`src/include/pcds_pkg.sv`:
```
// constants, register map and mode encodings of the loop counter set
package pcds_pkg;
   localparam int PCDS_NOUT = 7;
   localparam int PCDS_CW = 9;
   localparam int PCDS_HW = 8;
   // register byte offsets
   localparam logic [7:0] PCDS_CTRL_OFF = 8'h00;
   localparam logic [7:0] PCDS_PRE_OFF = 8'h04;
   localparam logic [7:0] PCDS_MUL_OFF = 8'h08;
   localparam logic [7:0] PCDS_STAT_OFF = 8'h0C;
   localparam logic [7:0] PCDS_POST_OFF = 8'h10;
   // field positions
   localparam int PCDS_CTRL_MODE_LSB = 0;
   localparam int PCDS_CTRL_SRST_BIT = 3;
   localparam int PCDS_POST_HI_LSB = 0;
   localparam int PCDS_POST_LO_LSB = 8;
   localparam int PCDS_POST_BYP_BIT = 16;
   localparam int PCDS_STAT_OUT_LSB = 0;
   localparam int PCDS_STAT_CASC_LSB = 7;
   localparam int PCDS_STAT_FBIN_BIT = 14;
   localparam int PCDS_STAT_FBDRV_BIT = 15;
   // reset values (counts stored as value minus one)
   localparam logic [8:0] PCDS_PRE_RST = 9'h000;
   localparam logic [8:0] PCDS_MUL_RST = 9'h000;
   localparam logic [7:0] PCDS_HI_RST = 8'h00;
   localparam logic [7:0] PCDS_LO_RST = 8'h00;
   localparam logic [31:0] PCDS_UNMAPPED_RD = 32'h0000_0000;
   typedef enum logic [2:0] {
      PCDS_MODE_NORMAL = 3'h0,
      PCDS_MODE_ZERO_DELAY = 3'h1,
      PCDS_MODE_EXT_FB = 3'h3,
      PCDS_MODE_SRC_SYNC = 3'h2,
      PCDS_MODE_LVDS_COMP = 3'h6,
      PCDS_MODE_NO_COMP = 3'h7
   } pcds_mode_t;
endpackage : pcds_pkg

```
`src/logic/pcds_top.sv`:
```
// counter set around the loop: pre-scale, feedback multiply and seven post-scale dividers
`timescale 1ns/1ps
`default_nettype none
module pcds_top
   import pcds_pkg::*;
#(
   parameter logic [PCDS_NOUT-1:0] CASCADE_MASK = 7'h00,
   parameter int CAPTURE_IDX = 0
) (
   // clock and reset (clk_i is the oscillator rate)
   input wire logic clk_i,
   input wire logic rst_i,
   // loop side
   input wire logic ref_clk_i,
   input wire logic loop_reset_i,
   input wire logic fb_in_i,
   output logic pre_tick_o,
   output logic feedback_drive_out_o,
   output logic [PCDS_NOUT-1:0] out_clk_o,
   // wishbone slave
   input wire logic wb_cyc_i,
   input wire logic wb_stb_i,
   input wire logic wb_we_i,
   input wire logic [7:0] wb_adr_i,
   input wire logic [3:0] wb_sel_i,
   input wire logic [31:0] wb_dat_i,
   output logic [31:0] wb_dat_o,
   output logic wb_ack_o
);
   // refused at elaboration, the routing below cannot serve these
   if (CAPTURE_IDX < 0 || CAPTURE_IDX >= PCDS_NOUT) begin : g_bad_capture
      $error("capture output index out of range");
   end
   if (CASCADE_MASK[0]) begin : g_bad_cascade
      $error("first divider has no upstream divider to cascade from");
   end

   function automatic logic [31:0] lane_merge(input logic [31:0] old_v, input logic [31:0] new_v,
                                              input logic [3:0] sel);
      logic [31:0] r;
      r = old_v;
      for (int b = 0; b < 4; b++) begin
         if (sel[b]) begin
            r[8*b +: 8] = new_v[8*b +: 8];
         end
      end
      return r;
   endfunction : lane_merge

   //////////////////////////////////////////////////////////////////////////
   // register file
   logic wb_ack_q;
   logic [31:0] wb_dat_q;
   pcds_mode_t mode_q;
   logic srst_q;
   logic [PCDS_CW-1:0] pre_q;
   logic [PCDS_CW-1:0] mul_q;
   logic [PCDS_HW-1:0] hi_q [PCDS_NOUT];
   logic [PCDS_HW-1:0] lo_q [PCDS_NOUT];
   logic [PCDS_NOUT-1:0] byp_q;
   logic [PCDS_NOUT-1:0] out_q;
   logic fb_drv_q;
   logic fb_in_q;
   logic wb_req;
   logic wb_wr;
   logic [31:0] post_word [PCDS_NOUT];
   logic [31:0] ctrl_word;
   logic [31:0] rd_word;
   logic [31:0] wr_word;

   assign wb_req = wb_cyc_i && wb_stb_i && !wb_ack_q;
   assign wb_wr = wb_req && wb_we_i;
   assign ctrl_word = {28'h000_0000, srst_q, mode_q};
   // unselected lanes keep the addressed register's current bits
   assign wr_word = lane_merge(rd_word, wb_dat_i, wb_sel_i);

   always_comb begin
      for (int k = 0; k < PCDS_NOUT; k++) begin
         post_word[k] = 32'h0000_0000;
         post_word[k][PCDS_POST_HI_LSB +: PCDS_HW] = hi_q[k];
         post_word[k][PCDS_POST_LO_LSB +: PCDS_HW] = lo_q[k];
         post_word[k][PCDS_POST_BYP_BIT] = byp_q[k];
      end
   end

   always_comb begin
      rd_word = PCDS_UNMAPPED_RD;
      case (wb_adr_i)
         PCDS_CTRL_OFF: rd_word = ctrl_word;
         PCDS_PRE_OFF: rd_word = {23'h00_0000, pre_q};
         PCDS_MUL_OFF: rd_word = {23'h00_0000, mul_q};
         PCDS_STAT_OFF: begin
            rd_word[PCDS_STAT_OUT_LSB +: PCDS_NOUT] = out_q;
            rd_word[PCDS_STAT_CASC_LSB +: PCDS_NOUT] = CASCADE_MASK;
            rd_word[PCDS_STAT_FBIN_BIT] = fb_in_q;
            rd_word[PCDS_STAT_FBDRV_BIT] = fb_drv_q;
         end
         default: begin
            for (int k = 0; k < PCDS_NOUT; k++) begin
               if (wb_adr_i == PCDS_POST_OFF + 8'(4 * k)) begin
                  rd_word = post_word[k];
               end
            end
         end
      endcase
   end

   // single-wait-state answer; unmapped reads give zero, writes vanish
   always_ff @(posedge clk_i) begin
      if (rst_i) begin
         wb_ack_q <= 1'b0;
         wb_dat_q <= 32'h0000_0000;
      end else begin
         wb_ack_q <= wb_req;
         wb_dat_q <= wb_req ? rd_word : wb_dat_q;
      end
   end

   always_ff @(posedge clk_i) begin
      if (rst_i) begin
         mode_q <= PCDS_MODE_NORMAL;
         srst_q <= 1'b0;
         pre_q <= PCDS_PRE_RST;
         mul_q <= PCDS_MUL_RST;
      end else if (wb_wr) begin
         case (wb_adr_i)
            PCDS_CTRL_OFF: begin
               mode_q <= pcds_mode_t'(wr_word[PCDS_CTRL_MODE_LSB +: 3]);
               srst_q <= wr_word[PCDS_CTRL_SRST_BIT];
            end
            PCDS_PRE_OFF: pre_q <= wr_word[PCDS_CW-1:0];
            PCDS_MUL_OFF: mul_q <= wr_word[PCDS_CW-1:0];
            default: begin
            end
         endcase
      end
   end

   // counts are held as value minus one so 1..256 and 1..512 fit exactly
   always_ff @(posedge clk_i) begin
      if (rst_i) begin
         for (int k = 0; k < PCDS_NOUT; k++) begin
            hi_q[k] <= PCDS_HI_RST;
            lo_q[k] <= PCDS_LO_RST;
         end
         byp_q <= 7'h00;
      end else if (wb_wr) begin
         for (int k = 0; k < PCDS_NOUT; k++) begin
            if (wb_adr_i == PCDS_POST_OFF + 8'(4 * k)) begin
               hi_q[k] <= wr_word[PCDS_POST_HI_LSB +: PCDS_HW];
               lo_q[k] <= wr_word[PCDS_POST_LO_LSB +: PCDS_HW];
               byp_q[k] <= wr_word[PCDS_POST_BYP_BIT];
            end
         end
      end
   end

   //////////////////////////////////////////////////////////////////////////
   // pre-scale and feedback multiply dividers
   logic clr;
   logic ref_q;
   logic ref_rise;
   logic [PCDS_CW-1:0] pre_cnt_q;
   logic pre_tick_q;
   logic [PCDS_CW-1:0] mul_cnt_q;
   logic mul_lvl_q;

   assign clr = loop_reset_i || srst_q;
   assign ref_rise = ref_clk_i && !ref_q;

   always_ff @(posedge clk_i) begin
      if (rst_i) begin
         ref_q <= 1'b0;
         fb_in_q <= 1'b0;
      end else begin
         ref_q <= ref_clk_i;
         fb_in_q <= fb_in_i;
      end
   end

   // one pulse per pre-scale reference edges, no duty-cycle settings
   always_ff @(posedge clk_i) begin
      if (rst_i || clr) begin
         pre_cnt_q <= 9'h000;
         pre_tick_q <= 1'b0;
      end else if (ref_rise) begin
         pre_tick_q <= (pre_cnt_q >= pre_q);
         pre_cnt_q <= (pre_cnt_q >= pre_q) ? 9'h000 : pre_cnt_q + 9'h001;
      end else begin
         pre_tick_q <= 1'b0;
      end
   end

   // multiply divider on the oscillator; high while count below half and at the terminal count
   always_ff @(posedge clk_i) begin
      if (rst_i || clr) begin
         mul_cnt_q <= 9'h000;
         mul_lvl_q <= 1'b0;
      end else begin
         mul_cnt_q <= (mul_cnt_q >= mul_q) ? 9'h000 : mul_cnt_q + 9'h001;
         mul_lvl_q <= (mul_q == 9'h000) || (mul_cnt_q >= mul_q) || (mul_cnt_q < (mul_q >> 1));
      end
   end

   always_ff @(posedge clk_i) begin
      if (rst_i || clr) begin
         fb_drv_q <= 1'b0;
      end else begin
         fb_drv_q <= (mode_q == PCDS_MODE_EXT_FB) && mul_lvl_q;
      end
   end

   //////////////////////////////////////////////////////////////////////////
   // post-scale dividers
   logic [PCDS_NOUT-1:0] tick_in;
   logic [PCDS_NOUT-1:0] rise_q;
   logic [PCDS_NOUT-1:0] phase_q;
   logic [PCDS_HW-1:0] cnt_q [PCDS_NOUT];

   for (genvar k = 0; k < PCDS_NOUT; k++) begin : g_post
      // upstream index stays in range for the first divider
      localparam int PREV = (k > 0) ? k - 1 : 0;
      // cascade routing is a build constant so runtime writes cannot alter it
      if (k > 0 && CASCADE_MASK[k]) begin : g_casc
         assign tick_in[k] = rise_q[k-1];
      end else begin : g_osc
         assign tick_in[k] = 1'b1;
      end

      always_ff @(posedge clk_i) begin
         if (rst_i || clr) begin
            cnt_q[k] <= 8'h00;
            phase_q[k] <= 1'b0;
            rise_q[k] <= 1'b0;
         end else if (tick_in[k] && byp_q[k]) begin
            rise_q[k] <= 1'b1;
            phase_q[k] <= 1'b1;
            cnt_q[k] <= 8'h00;
         end else if (tick_in[k]) begin
            // compare with >= so a shrinking count never overshoots
            if (phase_q[k] ? (cnt_q[k] >= hi_q[k]) : (cnt_q[k] >= lo_q[k])) begin
               phase_q[k] <= !phase_q[k];
               rise_q[k] <= !phase_q[k];
               cnt_q[k] <= 8'h00;
            end else begin
               cnt_q[k] <= cnt_q[k] + 8'h01;
               rise_q[k] <= 1'b0;
            end
         end else begin
            rise_q[k] <= 1'b0;
         end
      end

      always_ff @(posedge clk_i) begin
         if (rst_i || clr) begin
            out_q[k] <= 1'b0;
         end else if (byp_q[k] && !CASCADE_MASK[k]) begin
            out_q[k] <= 1'b1;
         end else if (byp_q[k]) begin
            out_q[k] <= out_q[PREV];
         end else begin
            out_q[k] <= phase_q[k] ^ (k == CAPTURE_IDX && mode_q == PCDS_MODE_LVDS_COMP);
         end
      end
   end

   assign pre_tick_o = pre_tick_q;
   assign feedback_drive_out_o = fb_drv_q;
   assign out_clk_o = out_q;
   assign wb_dat_o = wb_dat_q;
   assign wb_ack_o = wb_ack_q;

   //////////////////////////////////////////////////////////////////////////
   // assertions
   property p_ack_next;
      @(posedge clk_i) disable iff (rst_i)
      (wb_cyc_i && wb_stb_i && !wb_ack_q) |=> wb_ack_q ##1 !wb_ack_q;
   endproperty
   a_ack_next: assert property (p_ack_next) else $error("bus answer not one cycle after request");

   property p_loop_clear;
      @(posedge clk_i) disable iff (rst_i)
      loop_reset_i |=> (out_q == 7'h00) && !fb_drv_q && !pre_tick_q;
   endproperty
   a_loop_clear: assert property (p_loop_clear) else $error("loop reset left outputs set");

   property p_fb_mode;
      @(posedge clk_i) disable iff (rst_i || clr)
      (mode_q != PCDS_MODE_EXT_FB) |=> !fb_drv_q;
   endproperty
   a_fb_mode: assert property (p_fb_mode) else $error("feedback pin driven outside external mode");

   property p_fb_follow;
      @(posedge clk_i) disable iff (rst_i || clr)
      (mode_q == PCDS_MODE_EXT_FB) ##1 (mode_q == PCDS_MODE_EXT_FB) |-> fb_drv_q == $past(mul_lvl_q);
   endproperty
   a_fb_follow: assert property (p_fb_follow) else $error("feedback pin not following multiply divider");

   property p_pre_tick;
      @(posedge clk_i) disable iff (rst_i || clr)
      pre_tick_q |-> $past(ref_rise) && ($past(pre_cnt_q) >= $past(pre_q)) && (pre_cnt_q == 9'h000);
   endproperty
   a_pre_tick: assert property (p_pre_tick) else $error("pre-scale pulse at wrong count");

   property p_hold_high;
      @(posedge clk_i) disable iff (rst_i || clr)
      (!CASCADE_MASK[1] && phase_q[1] && !byp_q[1] && cnt_q[1] < hi_q[1])
         |=> phase_q[1] && (cnt_q[1] == $past(cnt_q[1]) + 8'h01);
   endproperty
   a_hold_high: assert property (p_hold_high) else $error("output left high phase early");

   property p_hold_low;
      @(posedge clk_i) disable iff (rst_i || clr)
      (!phase_q[1] && !byp_q[1] && cnt_q[1] < lo_q[1]) |=> !phase_q[1];
   endproperty
   a_hold_low: assert property (p_hold_low) else $error("output left low phase early");

   property p_rise_edge;
      @(posedge clk_i) disable iff (rst_i || clr)
      (rise_q[1] && !byp_q[1]) |-> phase_q[1] && !$past(phase_q[1]);
   endproperty
   a_rise_edge: assert property (p_rise_edge) else $error("rise pulse without low to high turn");

   property p_capture_inv;
      @(posedge clk_i) disable iff (rst_i || clr)
      (mode_q == PCDS_MODE_LVDS_COMP && !byp_q[CAPTURE_IDX]) ##1 (mode_q == PCDS_MODE_LVDS_COMP)
         |-> out_q[CAPTURE_IDX] == !$past(phase_q[CAPTURE_IDX]);
   endproperty
   a_capture_inv: assert property (p_capture_inv) else $error("capture output not inverted");

   property p_bypass;
      @(posedge clk_i) disable iff (rst_i || clr)
      (!CASCADE_MASK[3] && byp_q[3] && $past(byp_q[3]) && !$past(clr)) |-> out_q[3] && rise_q[3];
   endproperty
   a_bypass: assert property (p_bypass) else $error("ratio one does not pass input through");
endmodule : pcds_top
`default_nettype wire

```
`config.mk`:
```
export PLATFORM = sky130hd
export DESIGN_NAME = pcds_top
export DESIGN_NICKNAME = d
export VERILOG_FILES = /design/src/include/pcds_pkg.sv /design/src/logic/pcds_top.sv
export SDC_FILE = /design/constraint.sdc
export NUM_CORES = 1
export LEC_CHECK = 0
export BUFFER_PORTS_ARGS = -buffer_cell sky130_fd_sc_hd__buf_4
export CORE_ASPECT_RATIO = 0.7
export CORE_UTILIZATION = 35
export CTS_BUF_LIST = sky130_fd_sc_hd__clkbuf_4
export DETAILED_ROUTE_END_ITERATION = 10
export GPL_ROUTABILITY_DRIVEN = 0
export PLACE_DENSITY = 0.53
export SLEW_MARGIN = 20
export SYNTH_ARGS = -nofsm -noshare
export SYNTH_HDL_FRONTEND = slang
export SYNTH_SLANG_ARGS = --single-unit
```
`constraint.sdc`:
```
create_clock -name clk_i -period 4.8 [get_ports clk_i]
set_input_delay 0.96 -clock clk_i [delete_from_list [all_inputs] [get_ports clk_i]]
set_output_delay 0.96 -clock clk_i [all_outputs]
set_load 0.1 [all_outputs]
```
==> results list, run 1 <==
- Hold Path Stages: 2
- After floorplanning, the core was divided into 63 placement rows.
- Largest area contributor in the netlist: sky130_fd_sc_hd__edfxtp_1
* Post-route clock period utilization: 68.5%
* Antenna-violating nets left: 0
- The total overflow left after global routing is 0.
- DP Wirelength: approximately 36,000 um
- In this run, the number of DRC markers left after iteration 0 of detailed routing was 1,321.
- Detailed routing inserted a total of between 10k and 15k vias.
* Core area: 0.0424 mm2
* Post-Place Cell Area: 0.0164 mm2
- The worst register-to-register path ends at cnt_q[1][1].
- On the critical path, the stage with the largest delay is an instance of sky130_fd_sc_hd__buf_4.
- By area, the combinational part of the netlist is dominated by simple AND/OR/NAND/NOR gates.
* Per-instance average area after synthesis: 10.0 um2
* Setup-failing EPs final: 0
* Number of buffers between clock root and the deepest sink: 3
- The commonest cells after synthesis are sky130_fd_sc_hd__nor2_1, sky130_fd_sc_hd__edfxtp_1, sky130_fd_sc_hd__ha_1, sky130_fd_sc_hd__inv_1, sky130_fd_sc_hd__dfxtp_1.
- Final critical-path required period: 3290 ps
- CTS hold repair buffers: 0
- RR Startpoint: cnt_q[1][0]
- Result of the run: completed
* Ranking of synthesized cells by area: sky130_fd_sc_hd__edfxtp_1, sky130_fd_sc_hd__ha_1, sky130_fd_sc_hd__dfxtp_1
- Counting distinct cell types in the post-synthesis netlist gives 77.
* Largest fanout on the critical path: 42
- Derived from the worst setup path, the maximum achievable clock frequency is 304 MHz.
- Hold Path Class: in -> reg
* Area share of fa/ha/maj cells after synthesis: 12.1%
* Final worst hold slack: 424 ps
- Critical path type: in -> reg
- For this design, the sink count on the clock tree is about 250.
* Vias per Instance: 5.37
- Post-synth EDFFs: 168
- Sequential cells were found to cover 44.6% of the synthesized design area.
- After synthesis, the share of flip-flops with an asynchronous set or reset is 0%.
- CTS H-Tree Depth: 3
- Across every metal layer, demand over resource in global routing totals approximately 22%.
- Maximum resistive drop on vdd: approximately 0.12 mV
- In the final design database the tool counted 1,862 nets.
- Across all setup checks in the final design, the least slack found is 1510 ps.
* Kind of start point of the critical path: primary input
- Starting density of the core: between 30% and 40%
- Setup repair after global routing left no endpoint under its margin.
- CTS buffer count: 70
- Entering global routing, the biggest net connects 52 pins.
- After detailed routing, the average wire length per cell comes to 21.2 um.
- The initial antenna violation count came to 1.
- Grt peak-use layer: met1
- Worst slack after detailed placement: 825 ps
* Worst clock skew on the final layout: around 52 ps
- Fraction of layout instances using a drive strength above 1: 14.8%
* Netlist Area Pre-Place: approximately 0.015 mm2
- For met3 alone, demand over resource in global routing was 5.97%.
* # IOs: between 90 and 100
- The worst setup path is captured at a flop.
- Input and output buffers added on the ports amount to 62.
- Final setup TNS: 0 ps
- The first global-routing pass estimated 71,700 um of wire.
- Final Slew Violations: 0
- The analysis attributes to cell leakage a power of between 7 and 8 nW.
- Overall die height: 176 um
- Met1 usage in global routing: 33.6%
- TritonCTS built the clock tree.
- Fraction of the mapped netlist area in simple logic gates: around 17%
* Drt pass-1 iters: 5
- Synthesized-area fraction occupied by ao, oa, aoi and oai cells: approximately an eighth
- Critical-path cell list: buf_4 -> nand2b_1 -> nor3_1 -> buf_4 -> a22oi_1 -> o21ai_0 -> o21ai_1 -> buf_4 -> nor2_1
* Growth of design area from synthesis to finish: 14.4%
* Flop2flop setup slack: between 2000 and 2500 ps
- After synthesis the netlist holds a flip-flop and latch count of about 250.
- For hold timing, the worst endpoint is fb_in_q.
* Worst path arrival time: approximately 3800 ps
- Measured in cells, the most critical reg-to-reg path has a length of 8.
* Die width: 250 um
- For the worst-skew pair, the clock arrives at the later sink with an insertion delay of 760 ps.
* Crit path largest cell delay: 540 ps
* Final hold violations: 0
- sky130_fd_sc_hd__nor2_1 is the most common cell in the netlist.
- During synthesis, Yosys emitted a total of 0 warnings.
- Clock transition at path regs: approximately 60 ps
- The cell sitting at the root of the clock tree is a sky130_fd_sc_hd__clkbuf_4.
- STA puts the critical path data required time at 5260 ps.
- Slew Limit Headroom: 36.6%
- The number of gates resized after CTS was 0.
- Critical path's most frequent cell: sky130_fd_sc_hd__buf_4
* DRC: 0
- Number of max-cap violations: 0
* Multiplexer share of the synthesized area: 4.80%
- Fraction of post-synthesis cell area in the top cell type by area: 33.4%
- Area of all placed cells without fillers: 0.0173 mm2
- XOR/XNOR share of the synthesized area: 3.31%
- The most used flip-flop cell after synthesis is sky130_fd_sc_hd__edfxtp_1.
- Die area: around 0.044 mm2
- Hold Path Origin: fb_in_i
- Detailed Route WL: 48,100 um
- In the global route stage, met2 resource usage came out at 29.6%.
* Number of filler cells placed in the layout: 4,231
* Number of buffers inserted to repair setup after CTS: 0
* Power Density: 298 mW/mm2
- Vias in the first global route: 11.7k
- Worst-Margin Slew: between 900 and 1000 ps
* Syn Inst Count: 1,508
## worst max-delay path: cells and delay by family
family	cells	cell delay, ps
buf+inv	3	980
simple gates	3	800
compound gates	3	980
## cell families after synthesis
group | after synthesis
buffers and inverters | 211
other | 2
adder cells (fa/ha/maj) | 146
AND/OR/NAND/NOR | 537
multiplexers | 53
flip-flops | 252
AO/OA/AOI/OAI | 250
XOR/XNOR | 57
## per-layer routing
metal	vias to the layer above	share of wire, %
met3	87	10
met5	-	0
li1	5733	-
met1	5810	48
met4	0	2.2
met2	571	39
## cell type report
class | instances | area [um2] | share of cell area (%)
diodes | 1 | 2.50 | 0.0145
clock buffers | 106 | 796 | 4.61
clock inverters | 19 | 83.8 | 0.486
inverters | 134 | 503 | 2.92
multi-input cells | 1114 | 7760 | 45.0
flip-flops and latches | 252 | 6730 | 39.0
well taps | 552 | 691 | 4.00
repair buffers | 92 | 691 | 4.00
## how the worst max path moves through the flow
stage | from | end | slack [ps] | cells past startpoint
after floorplan | wb_adr_i[2] | hi_q[0][3] | 1740 | 8
after global placement | wb_adr_i[2] | hi_q[2][2] | 870 | 9
after detailed placement | wb_adr_i[2] | hi_q[2][2] | 830 | 9
after CTS | wb_adr_i[2] | hi_q[5][2] | 1620 | 9
after global routing | wb_adr_i[2] | hi_q[0][2] | 1430 | 9
final | wb_adr_i[2] | hi_q[5][2] | 1510 | 9
## stage by stage
| step | util [%] | instances | total power (W) |
|---|---|---|---|
| global placement | 38.6 | 2144 | 0.00318 |
| detailed placement | 38.6 | 2144 | 0.00319 |
| finish | 40.7 | 2270 | 0.00514 |
| floorplan | - | 1577 | 0.00296 |
| global route | 40.7 | 2270 | 0.00537 |
| CTS | 40.7 | 2269 | 0.00519 |
## placed cells by master (no fill, tap or decap), types with 4 or more instances in the layout
cell type,instances
sky130_fd_sc_hd__nand4_1,16
sky130_fd_sc_hd__nand3_1,56
sky130_fd_sc_hd__nand2_1,54
sky130_fd_sc_hd__edfxtp_1,168
sky130_fd_sc_hd__or2_2,9
sky130_fd_sc_hd__o41ai_1,4
sky130_fd_sc_hd__inv_1,134
sky130_fd_sc_hd__conb_1,71
sky130_fd_sc_hd__xnor2_1,14
sky130_fd_sc_hd__a21o_1,37
sky130_fd_sc_hd__mux2_2,11
sky130_fd_sc_hd__a21oi_1,40
sky130_fd_sc_hd__a211oi_1,30
sky130_fd_sc_hd__a22oi_1,10
sky130_fd_sc_hd__nor3_1,50
sky130_fd_sc_hd__a32oi_1,8
sky130_fd_sc_hd__o21ai_0,33
sky130_fd_sc_hd__clkinv_1,12
sky130_fd_sc_hd__nor2b_1,14
sky130_fd_sc_hd__o31a_1,9
sky130_fd_sc_hd__o22ai_1,13
sky130_fd_sc_hd__xor2_1,43
sky130_fd_sc_hd__nand2b_1,42
sky130_fd_sc_hd__mux2i_1,26
sky130_fd_sc_hd__nor2_1,217
sky130_fd_sc_hd__mux4_2,14
sky130_fd_sc_hd__buf_4,92
sky130_fd_sc_hd__and3_1,21
sky130_fd_sc_hd__or3_1,5
sky130_fd_sc_hd__ha_1,146
sky130_fd_sc_hd__a2bb2oi_1,5
sky130_fd_sc_hd__nor4_1,32
sky130_fd_sc_hd__dfxtp_1,84
sky130_fd_sc_hd__o21a_1,9
sky130_fd_sc_hd__o31ai_1,9
sky130_fd_sc_hd__clkbuf_4,106
## power breakdown
group          leakage [nW]  switching, W  internal [W]
sequential             2.41     0.0000866       0.00239
clock                 0.524      0.000975       0.00101
combinational          4.13      0.000459      0.000219
## sequential cells by signal, summed over array words and instances (netlist names), 3 cells and up
signal / count
mul_cnt_q: 9
phase_q: 7
lo_q: 56
pre_cnt_q: 9
mode_q: 3
mul_q: 9
byp_q: 7
cnt_q: 56
pre_q: 9
out_clk_o: 7
wb_dat_o: 17
hi_q: 56
(Power assumes the default switching activity.)
==> run 2, diff against run 1 <==
--- a/config.mk
+++ b/config.mk
@@ -11,7 +11,7 @@
 export CTS_BUF_LIST = sky130_fd_sc_hd__clkbuf_4
 export DETAILED_ROUTE_END_ITERATION = 10
 export GPL_ROUTABILITY_DRIVEN = 0
-export PLACE_DENSITY = 0.53
+export PLACE_DENSITY = 0.55
 export SLEW_MARGIN = 20
 export SYNTH_ARGS = -nofsm -noshare
 export SYNTH_HDL_FRONTEND = slang
==> constraint.sdc (replaced) <==
create_clock -name clk_i -period 3.02 [get_ports clk_i]
set_input_delay 0.604 -clock clk_i [delete_from_list [all_inputs] [get_ports clk_i]]
set_output_delay 0.604 -clock clk_i [all_outputs]
set_load 0.1 [all_outputs]
==> run 2 against run 1 <==
  * Clock skew up 11 ps
  * Die area unchanged
  * Sequential power up 59%
  * Combinational power up 65%
  * Clock power up 69%
  * Final cell count up 2.6%
  * Non-clock buffer count up 55
  * Critical path depth down 1
  * Clock-buffer cell count down 3
  * Register-to-register slack worse by 1700 ps
  * Sequential share of layout area down 1.1 points
  * Highest routed layer unchanged
==> results list, run 2 (synthesis results as in run 1) <==
- Setup total negative slack on the finished layout was measured at 0 ps.
- The max-slew violation count is 0.
- Counting every sink on the clock net gives 252.
* Die area: about 0.044 mm2
- Starting density of the core: 35.6%
* Slew Limit Headroom: 49.2%
* # IOs: 94
* Sum of buffers and inverters on the critical path: 1
- Leaving out fill and tap cells, the most frequent cell in the layout is sky130_fd_sc_hd__nor2_1.
- After clock tree synthesis, the setup repair step added 0 buffers.
- The count of final hold-check violations was 0.
- The run finished with clean final reports.
- From synthesis to final layout, the design area changed by 17.8%.
- Overall die height: 176 um
- Wire length per cell: 20.7 um
- The detail route stage leaves a number of antenna-violating nets equal to 0.
- Entering global routing, the biggest net connects 48 pins.
- After legalization and detailed placement, the total HPWL measured 36,100 um.
- Total vias in the final route: roughly 12k
* Initial detailed-routing violation count: between 1k and 1.5k
- Drt pass-1 iters: 7
- Among cell families on the critical path, the largest total delay comes from compound AO/OA/AOI/OAI gates.
* Antenna violations before repair: 2
* Clock transition at path regs: 60 ps
- Setup violations remaining at the end of the flow were counted as 0.
- The worst path in the final design needs a cycle of about 2600 ps, including I/O delays and setup.
* Number of max-cap violations: 0
- In this design, the stage delay of the slowest critical-path cell is ~480 ps.
* Final std cells w/o fill: 2,328
- Unrepaired setup endpoints after global routing: no
- The via count of the first global-routing pass was 11.8k.
- Of the cells placed in the final design, the portion with a size suffix greater than 1 is 17.2%.
- In this run the worst path has a maximum fanout of 8.
- Summed over all cells, the static leakage comes to between 7 and 8 nW.
- After detailed routing, the number of vias per cell comes to 5.34.
* Post-route clock period utilization: 86.6%
- The H-tree was split into 3 levels.
- Traced cell by cell, the critical path runs through inv_1 -> ha_1 -> nand2b_1 -> a21o_1 -> a211o_1 -> a221oi_1 -> a31oi_1 -> nor3_1.
* Clock insertion delay at the later pin of the skew report: 790 ps
- Number of rows created at floorplan: 63
* Hold Path Class: in -> reg
- Overall overflow remaining after global route: 0
* Maximum resistive drop on vdd: 0.369 mV
- Cell chosen for the clock root: sky130_fd_sc_hd__clkbuf_4
- Overall power after layout: 0.00841 W
- The core region is 0.0424 mm2.
- After detailed placement, the design holds a cell count of 2,199.
* Detailed Route WL: 48,100 um
- The critical path is of the reg -> reg type.
- The worst setup path is captured at a flop.
- Power Density: roughly 470 mW/mm2
- Gates resized during post-CTS repair numbered 0.
- Leading cell types in the layout, fill and taps excluded: sky130_fd_sc_hd__nor2_1, sky130_fd_sc_hd__edfxtp_1, sky130_fd_sc_hd__ha_1
* Kind of start point of the critical path: flop
* Nets: 1,918
- TritonCTS built the clock tree.
- After detailed routing, the number of remaining DRC violations is 0.
- Across the routed clock network, the largest skew measured is approximately 63 ps.
- The longest clock path from root to sink contains 3 buffers.
- Static timing analysis puts the maximum clock frequency at 382 MHz.
* Global Route Usage Sum: 22.2%
- STA puts the critical path data arrival time at 3200 ps.
* CTS hold repair buffers: 0
* CTS buffer count: 71
- Largest registers: cnt_q x56, hi_q x56, lo_q x56
* Number of buffer cells added on primary ports: 62
* Critical Path RT: 3610 ps
* Crit-path slowest cell: sky130_fd_sc_hd__edfxtp_1
* Die width: 250 um
* Worst-Margin Slew: ~760 ps
* Wire length of the first global-routing pass: 72,500 um
## run 2: changes by cell type in the layout (fill, tap and decap cells not counted)
cell / previous run / this run
sky130_fd_sc_hd__mux2i_1: 26 / 27
sky130_fd_sc_hd__clkinvlp_4: 3 / 2
sky130_fd_sc_hd__clkinv_4: 0 / 2
sky130_fd_sc_hd__buf_12: 0 / 4
sky130_fd_sc_hd__buf_4: 92 / 143
sky130_fd_sc_hd__bufinv_16: 0 / 2
sky130_fd_sc_hd__clkbuf_4: 106 / 103
sky130_fd_sc_hd__inv_2: 3 / 1
sky130_fd_sc_hd__clkinv_1: 12 / 17
sky130_fd_sc_hd__mux2i_2: 2 / 1
## run 2: where the power goes
group	total [W]	switching, W	internal, W
registers	0.00394	0.000138	0.00380
logic	0.00112	0.000737	0.000388
clock network	0.00335	0.00160	0.00175
total	0.00841	0.00247	0.00594
## run 2: final cells by class
cell class / instances / area (um2)
antenna: 1 / 2.50
clock buffer: 103 / 773
clock inverter: 25 / 165
fill: 4179 / 24600
inverter: 134 / 503
multi-input combinational: 1114 / 7760
sequential: 252 / 6730
tap: 552 / 691
timing repair buffer: 147 / 1150
## run 2: final timing paths
path	slack (ps)	endpoint	from	depth (start not counted)
max	400	cnt_q[1][3]	cnt_q[1][0]	8
min	80	fb_in_q	fb_in_i	2
max reg2reg	400	cnt_q[1][3]	cnt_q[1][0]	8
min reg2reg	460	wb_dat_o[12]	wb_dat_o[12]	2
## run 2: worst reg2reg max path: stages (launching register included)
cell and delay, ps:
sky130_fd_sc_hd__edfxtp_1 480, sky130_fd_sc_hd__inv_1 120, sky130_fd_sc_hd__ha_1 220, sky130_fd_sc_hd__nand2b_1 150, sky130_fd_sc_hd__a21o_1 180, sky130_fd_sc_hd__a211o_1 310, sky130_fd_sc_hd__a221oi_1 360, sky130_fd_sc_hd__a31oi_1 320
sky130_fd_sc_hd__nor3_1 290
## run 2: through the flow
stage	instance area (um2)	setup slack [ps]	utilization (%)	hold slack [ps]
3_5_place_dp	16800	56.5	39.7	450
4_1_cts	17800	377	41.9	9.42
3_3_place_gp	16800	68.8	39.7	452
2_1_floorplan	15300	317	-	425
6_report	17800	405	41.9	76.7
5_1_grt	17800	208	41.9	47.8
## run 2: per-layer routing
metal	global-route usage, %	part of all wire, %	up-vias
met3	7.44	12	75
met2	29.6	39	638
met5	0	0	-
li1	-	-	5837
met1	33.6	47	5883
met4	5.80	1.8	0
